<file path="config.mk">
export PLATFORM = sky130hd
export DESIGN_NAME = prf_top
export DESIGN_NICKNAME = d
export VERILOG_FILES = /design/src/inc/prf_pkg.sv /design/src/inc/prf_route_if.sv /design/src/logic/prf_route.sv /design/src/logic/prf_top.sv
export SDC_FILE = /design/constraint.sdc
export NUM_CORES = 1
export LEC_CHECK = 0
export ABC_AREA = 1
export BUFFER_PORTS_ARGS = -buffer_cell sky130_fd_sc_hd__buf_2
export CAP_MARGIN = 30
export CORE_MARGIN = 3
export CORE_UTILIZATION = 45
export CTS_CLUSTER_SIZE = 28
export DETAILED_ROUTE_END_ITERATION = 10
export PLACE_DENSITY = 0.77
export SYNTH_ARGS = -nofsm -noshare
export SYNTH_HDL_FRONTEND = slang
export SYNTH_SLANG_ARGS = --single-unit
</file>
<file path="constraint.sdc">
create_clock -name clk -period 2.4 [get_ports clk]
set_input_delay 0.48 -clock clk [delete_from_list [all_inputs] [get_ports clk]]
set_output_delay 0.48 -clock clk [all_outputs]
set_load 0.02 [all_outputs]
</file>
<file path="src/inc/prf_pkg.sv">
// Purpose: Constants and types for the upper physical request filter block.
// Assumes: 32-bit AHB-Lite register bus, 16-bit serial bus node IDs.
// Notes: Source ID is bus number in [15:6] and node number in [5:0].
package prf_pkg;

  // Register byte addresses
  localparam logic [11:0] PRF_SET_OFFSET = 12'h110;
  localparam logic [11:0] PRF_CLR_OFFSET = 12'h114;
  localparam int PRF_ADDR_W = 12;

  // Register reset value and field positions
  localparam logic [31:0] PRF_FILTER_RESET = 32'h0000_0000;
  localparam int PRF_REMOTE_BIT = 31;
  localparam int PRF_NODE_BITS = 31;
  localparam logic [5:0] PRF_FIRST_NODE = 6'h20;
  localparam logic [5:0] PRF_BCAST_NODE = 6'h3F;

  // Node ID layout
  localparam int PRF_NODE_W = 6;
  localparam int PRF_BUS_W = 10;
  localparam logic [9:0] PRF_LOCAL_BUS_ALIAS = 10'h3FF;

  // AHB encodings
  localparam logic [1:0] PRF_HTRANS_NONSEQ = 2'h2;
  localparam logic [2:0] PRF_HSIZE_WORD = 3'h2;

  // Routing decisions
  typedef enum logic [2:0] {
    PRF_RT_NONE,
    PRF_RT_PHYS,
    PRF_RT_ASYNC,
    PRF_RT_DROP,
    PRF_RT_LOWER
  } prf_route_e;

endpackage

</file>
<file path="src/inc/prf_route_if.sv">
// Purpose: Carries a request and the filter word into the routing stage.
// Assumes: Same clock on both sides.
// Notes: Result fields are registered inside the routing stage.
`timescale 1ns/1ps
interface prf_route_if;
  import prf_pkg::*;
  logic req_valid; // Request present this cycle
  logic req_to_phys; // Request aims at the physical request context
  logic req_async_ok; // First stage accepted the source node
  logic [15:0] req_src_id; // Source node ID
  logic [9:0] local_bus; // Our own bus number
  logic [31:0] filter; // Current filter word
  logic res_valid; // Decision valid
  prf_route_e res_route; // Decision

  modport ctrl (output req_valid, req_to_phys, req_async_ok, req_src_id, local_bus, filter,
                input res_valid, res_route);
  modport route (input req_valid, req_to_phys, req_async_ok, req_src_id, local_bus, filter,
                 output res_valid, res_route);
endinterface

</file>
<file path="src/logic/prf_route.sv">
// Purpose: Routing stage, decides where one incoming request goes.
// Assumes: Request inputs come from logic on the same clock.
// Notes: Decision appears one clock after the request.
`timescale 1ns/1ps
module prf_route
  import prf_pkg::*;
(
  // Clock and control
  input wire logic clk,
  input wire logic rst_n,
  input wire logic ce,
  // Request and decision
  prf_route_if.route rif
);

  // Registered state
  typedef struct packed {
    logic valid;
    prf_route_e route;
  } prf_rstate_s;

  prf_rstate_s state_ff;
  prf_rstate_s nxt_state;

  // Looks up the enable bit of a node from 32 to 62
  function automatic logic prf_node_enabled(input logic [31:0] f, input logic [5:0] node);
    logic [5:0] idx;
    idx = node - PRF_FIRST_NODE;
    return f[idx[4:0]];
  endfunction

  // Next decision
  always_comb begin
    logic [9:0] bus;
    logic [5:0] node;
    logic local_src;
    bus = rif.req_src_id[15:6];
    node = rif.req_src_id[5:0];
    local_src = (bus == rif.local_bus) || (bus == PRF_LOCAL_BUS_ALIAS);
    nxt_state.valid = rif.req_valid;
    nxt_state.route = PRF_RT_NONE;
    if (!rif.req_valid) begin
      nxt_state.route = PRF_RT_NONE;
    end else if (!local_src) begin
      // Remote sources skip the per-node compare
      if (!rif.filter[PRF_REMOTE_BIT]) begin
        nxt_state.route = PRF_RT_DROP;
      end else if (rif.req_to_phys) begin
        nxt_state.route = PRF_RT_PHYS;
      end else begin
        nxt_state.route = PRF_RT_ASYNC;
      end
    end else if (!rif.req_async_ok) begin
      nxt_state.route = PRF_RT_DROP;
    end else if (!rif.req_to_phys) begin
      nxt_state.route = PRF_RT_ASYNC;
    end else if (node < PRF_FIRST_NODE) begin
      nxt_state.route = PRF_RT_LOWER;
    end else if (node == PRF_BCAST_NODE) begin
      nxt_state.route = PRF_RT_ASYNC;
    end else if (prf_node_enabled(rif.filter, node)) begin
      nxt_state.route = PRF_RT_PHYS;
    end else begin
      nxt_state.route = PRF_RT_ASYNC;
    end
  end

  // State register
  always_ff @(posedge clk or negedge rst_n) begin
    if (!rst_n) begin
      state_ff <= '{valid: 1'b0, route: PRF_RT_NONE};
    end else if (ce) begin
      state_ff <= nxt_state;
    end
  end

  assign rif.res_valid = state_ff.valid;
  assign rif.res_route = state_ff.route;

endmodule

</file>
<file path="src/logic/prf_top.sv">
// Purpose: Upper physical request filter with AHB-Lite register access.
// Assumes: Single whole-word transfers, one clock, request inputs on clk.
// Notes: Bit 31 accepts remote bus requests, bits 30..0 enable nodes 32..62.
//
// Local design decision: register access over AHB-Lite.
`timescale 1ns/1ps
module prf_top
  import prf_pkg::*;
(
  // Clock, reset and clock enable
  input wire logic clk,
  input wire logic rstn,
  input wire logic ce,
  // Primary reset pin, active low, asynchronous to clk
  input wire logic primary_reset_pin_n,
  // AHB-Lite slave
  input wire logic hsel,
  input wire logic [31:0] haddr,
  input wire logic [1:0] htrans,
  input wire logic hwrite,
  input wire logic [2:0] hsize,
  input wire logic hready,
  input wire logic [31:0] hwdata,
  output logic hreadyout,
  output logic hresp,
  output logic [31:0] hrdata,
  // Incoming request from the link layer
  input wire logic req_valid,
  input wire logic req_to_phys,
  input wire logic req_async_ok,
  input wire logic [15:0] req_src_id,
  input wire logic [9:0] local_bus_id,
  // Routing decision
  output logic route_valid,
  output logic route_phys,
  output logic route_async,
  output logic route_drop,
  output logic route_lower,
  // Filter state for the rest of the controller
  output logic accept_remote_bus_requests,
  output logic [30:0] per_node_physical_enable
);

  // Reset release synchroniser, first stage read only by second
  logic rst_meta_ff;
  logic rst_sync_ff;

  // Register state of this module apart from the reset synchroniser
  typedef struct packed {
    logic primary_reset_pin_meta; // Pin sampler stage one
    logic primary_reset_pin_sync; // Pin sampler stage two
    logic ph_valid; // Data phase pending
    logic ph_write; // Pending phase is a write
    logic ph_set; // Pending phase hits the set view
    logic ph_clr; // Pending phase hits the clear view
    logic [31:0] filter; // Filter register
    logic [31:0] rdata; // Read data for the bus
    logic r_valid; // Decision outputs
    logic r_phys;
    logic r_async;
    logic r_drop;
    logic r_lower;
  } prf_state_s;

  prf_state_s state_ff;
  prf_state_s nxt_state;

  // Link to the routing stage
  prf_route_if rif ();

  // Routing stage
  prf_route u_route (
    .clk(clk),
    .rst_n(rst_sync_ff),
    .ce(ce),
    .rif(rif)
  );

  // Drive the routing stage inputs
  assign rif.req_valid = req_valid;
  assign rif.req_to_phys = req_to_phys;
  assign rif.req_async_ok = req_async_ok;
  assign rif.req_src_id = req_src_id;
  assign rif.local_bus = local_bus_id;
  assign rif.filter = state_ff.filter;

  // Reset release through two flip-flops
  always_ff @(posedge clk or negedge rstn) begin
    if (!rstn) begin
      rst_meta_ff <= 1'b0;
      rst_sync_ff <= 1'b0;
    end else begin
      rst_meta_ff <= 1'b1;
      rst_sync_ff <= rst_meta_ff;
    end
  end

  // Next state of bus slave, filter and decision outputs
  always_comb begin
    logic addr_take;
    logic [11:0] offs;
    logic [31:0] filt;
    logic hit_set;
    logic hit_clr;
    nxt_state = state_ff;
    // Pin sampler
    nxt_state.primary_reset_pin_meta = primary_reset_pin_n;
    nxt_state.primary_reset_pin_sync = state_ff.primary_reset_pin_meta;
    // Data phase of a pending write
    filt = state_ff.filter;
    if (state_ff.ph_valid && state_ff.ph_write) begin
      if (state_ff.ph_set) begin
        filt = filt | hwdata;
      end else if (state_ff.ph_clr) begin
        filt = filt & ~hwdata;
      end
    end
    // Primary reset clears node bits but keeps the remote bit
    if (!state_ff.primary_reset_pin_sync) begin
      filt[PRF_NODE_BITS-1:0] = PRF_FILTER_RESET[PRF_NODE_BITS-1:0];
    end
    nxt_state.filter = filt;
    // Address phase decode
    addr_take = hsel && hready && (htrans == PRF_HTRANS_NONSEQ);
    offs = haddr[PRF_ADDR_W-1:0];
    hit_set = 1'b0;
    hit_clr = 1'b0;
    if (haddr[31:PRF_ADDR_W] != '0) begin
      hit_set = 1'b0;
    end else if (offs == PRF_SET_OFFSET) begin
      hit_set = 1'b1;
    end else if (offs == PRF_CLR_OFFSET) begin
      hit_clr = 1'b1;
    end
    nxt_state.ph_valid = addr_take;
    nxt_state.ph_write = addr_take && hwrite;
    nxt_state.ph_set = addr_take && hit_set;
    nxt_state.ph_clr = addr_take && hit_clr;
    // Read data reflects the value after any write in flight
    if (addr_take && !hwrite && (hit_set || hit_clr)) begin
      nxt_state.rdata = filt;
    end else begin
      nxt_state.rdata = 32'h0000_0000;
    end
    // Decode routing stage result into one-hot flags
    nxt_state.r_valid = rif.res_valid;
    nxt_state.r_phys = rif.res_valid && (rif.res_route == PRF_RT_PHYS);
    nxt_state.r_async = rif.res_valid && (rif.res_route == PRF_RT_ASYNC);
    nxt_state.r_drop = rif.res_valid && (rif.res_route == PRF_RT_DROP);
    nxt_state.r_lower = rif.res_valid && (rif.res_route == PRF_RT_LOWER);
  end

  // State register, frozen while the clock enable is low
  always_ff @(posedge clk or negedge rst_sync_ff) begin
    if (!rst_sync_ff) begin
      state_ff <= '0;
      state_ff.filter <= PRF_FILTER_RESET;
    end else if (ce) begin
      state_ff <= nxt_state;
    end
  end

  // Outputs straight from flip-flops, hreadyout and hresp tied to constants
  assign hreadyout = 1'b1;
  assign hresp = 1'b0;
  assign hrdata = state_ff.rdata;
  assign route_valid = state_ff.r_valid;
  assign route_phys = state_ff.r_phys;
  assign route_async = state_ff.r_async;
  assign route_drop = state_ff.r_drop;
  assign route_lower = state_ff.r_lower;
  assign accept_remote_bus_requests = state_ff.filter[PRF_REMOTE_BIT];
  assign per_node_physical_enable = state_ff.filter[PRF_NODE_BITS-1:0];

endmodule

</file>
==> run summary <==
H-tree depth - 3
Total die area - 11900 um2
Leakage power - 3.09 nW
P&R area growth vs syn - 13.9%
Final ANT Viol Nets - 0
Final Power - 2.66 mW
Root buffer cell - clkbuf_8
Most common cell after layout, fill and taps aside - nand2_1
RePlAce Congestion - 0.809
Vias - 4229
Worst setup SP type - input pin
Max_slew headroom - 0.621
Clock sink total - 81
Dpl cell area - 5240 um2
Most frequent cells in the layout - nand2_1, buf_2, dfrtp_1, o21ai_0, inv_1
1st-pass router iterations - 4
Post-synth EDFFs - 0
Vias in the first global route - 4038
Worst min-delay path category - flip-flop to async pin
Initial antenna violation count - 2
CTS resizes - 0
Max-slew violation count - 0
Reg-to-reg endpoint - hrdata[1]
Die X - 109 um
Status - complete, no violations
WL/cell - 13.4 um
Reg2Reg Setup Slack - 0.99 ns
Combinational Power Share - 0.106
Largest fanout on the critical path - 32
DP HPWL - 8440 um
PD cells - 489 nW/um2
Maximum number of pins on one net before global-route repair - 43
Switching Fraction - 0.256
DRC marker count from the first detailed-route iteration - 237
Final non-filler cell area - 5440 um2
Top FF cell, synth - dfrtp_1
Antenna cells - 0
Die height - 109 um
Ys async rst share - 1.00
Highest Clock Rate - 0.644 GHz
CTS Buffer Depth - 2
Seq cells post-synth - 81
Worst-skew pair later-pin latency - 0.34 ns
All-Layer GR Usage - 0.200
Crit path DAT - 1.82 ns
Internal Power - 1.98 mW
Port bufs - 170
Unique masters post-synth - 30
Sequential fraction of the synthesis area - 0.424
Synthesized area - 4780 um2
Total global routing overflow - 0
Final net count - 827
Vias/cell - 4.92
Final period util - 0.647
Initial core utilization - 0.476
Max-cap viol count - 0
Final core occ - 0.542
CTS tree - built
Clk pwr share - 0.363
Worst EP required - 2.66 ns
R2r worst-path depth - 8
Final hold vios - 0
Crit path time final - 1.55 ns
R2r startpoint - state_ff[72]
Rows - 36
Filler Cells Inserted - 961
Setup Buffers After CTS - 0
Switching power - 0.681 mW
IO Pins - 176
Final setup viols - 0
Total number of yosys warnings - 0
Crit Path Category - input pin to flip-flop
Setup Skew - 0.00785 ns
Syn avg cell area - 7.68 um2
Core Region - 10000 um2
RSZ-0062 raised after global routing - no
DRT Wirelength - 11500 um
TNS Setup - 0 ns
Worst-Margin Slew - 0.569 ns
First-pass GRT wire length - 18900 um
DRC - 0
Number of CTS-inserted buffers - 9
Clk slew on worst S/H paths - 0.08 ns
Layout cells sized above 1 - 0.323
Peak supply drop - 0.317 mV
Synthesized instance count - 622
Hold_buf cts - 1
Register share of total power - 0.531
Worst Setup End Kind - flip-flop
through the flow:
stage | hold slack, ns | instances | setup slack (ns)
3_5_place_dp | 0.268 | 843 | 0.468
5_1_grt | 0.332 | 860 | 0.711
2_1_floorplan | 0.184 | 623 | 0.870
3_3_place_gp | 0.266 | 842 | 0.509
4_1_cts | 0.318 | 860 | 0.836
6_report | 0.305 | 860 | 0.846
worst max-delay path by stage:
stage | slack (ns) | to | from | cells after the start
6_report | 0.85 | hrdata[27] | haddr[13] | 7
2_1_floorplan | 0.87 | hrdata[0] | haddr[1] | 5
4_1_cts | 0.84 | hrdata[19] | haddr[13] | 7
5_1_grt | 0.71 | hrdata[10] | haddr[29] | 7
3_5_place_dp | 0.47 | hrdata[27] | haddr[13] | 7
3_3_place_gp | 0.51 | hrdata[10] | haddr[13] | 7
cells in the mapped netlist, types with 2 or more instances:
library cell | n | area [um2]
clkbuf_1 | 12 | 45.0
o21ai_2 | 30 | 263
buf_4 | 67 | 503
nor4_1 | 5 | 31.3
xnor2_1 | 4 | 35.0
nand4_1 | 7 | 43.8
nor2_1 | 8 | 30.0
o21ai_1 | 2 | 10.0
buf_2 | 3 | 15.0
nand2_1 | 217 | 815
or2_2 | 3 | 18.8
nand3_1 | 33 | 165
dfrtp_1 | 81 | 2030
inv_2 | 2 | 7.51
buf_6 | 4 | 45.0
inv_1 | 52 | 195
o41ai_1 | 2 | 17.5
o21ai_0 | 71 | 355
xor2_1 | 2 | 17.5
nor4_2 | 2 | 25.0
conb_1 | 2 | 7.51
nor2_2 | 2 | 12.5
buf_1 | 4 | 15.0
critical path: stages:
cell	delay, ns
buf_2	0.09
nor4_1	0.32
nand2_1	0.14
nor2_2	0.19
nand4_4	0.08
buf_4	0.32
o21ai_2	0.19
registers in the layout, indices dropped and copies added, names as in the netlist:
signal	flops
route_drop	1
rif.filter	32
route_async	1
route_phys	1
rst_meta_ff	1
state_ff	5
nxt_state	1
u_route.rif.res_route	3
route_valid	1
u_route.rif.res_valid	1
route_lower	1
hrdata	32
rst_sync_ff	1
kinds of logic after synthesis:
family,count (synthesis),share of synthesized area
xor+xnor,6,0.0110
other cells,2,0.00157
simple gates,282,0.252
buf+inv,145,0.174
compound gates,106,0.137
flops,81,0.424
routing by layer:
metal	GRT usage	vias to the layer above	share of wire
li1	-	2117	-
met1	0.251	1943	0.42
met2	0.347	153	0.50
met3	0.0474	12	0.076
met4	0.0478	4	0.0092
met5	0	-	0.0023
power groups by stage:
stage	clock [mW]	sequential (mW)	combinational (mW)
3_5_place_dp	0	1.44	0.284
2_1_floorplan	0	1.45	0.132
4_1_cts	0.997	1.41	0.286
5_1_grt	1.07	1.42	0.321
6_report	0.965	1.41	0.283
3_3_place_gp	0	1.45	0.260
cell type report:
class,instances,area [um2],area share
Tap cell,133,166,0.0306
Sequential cell,81,2030,0.373
Timing Repair Buffer,178,926,0.170
Inverter,55,209,0.0384
Clock inverter,5,56.3,0.0103
Multi-Input combinational cell,397,1920,0.353
Clock buffer,11,131,0.0241
(Power assumes the default switching activity.)
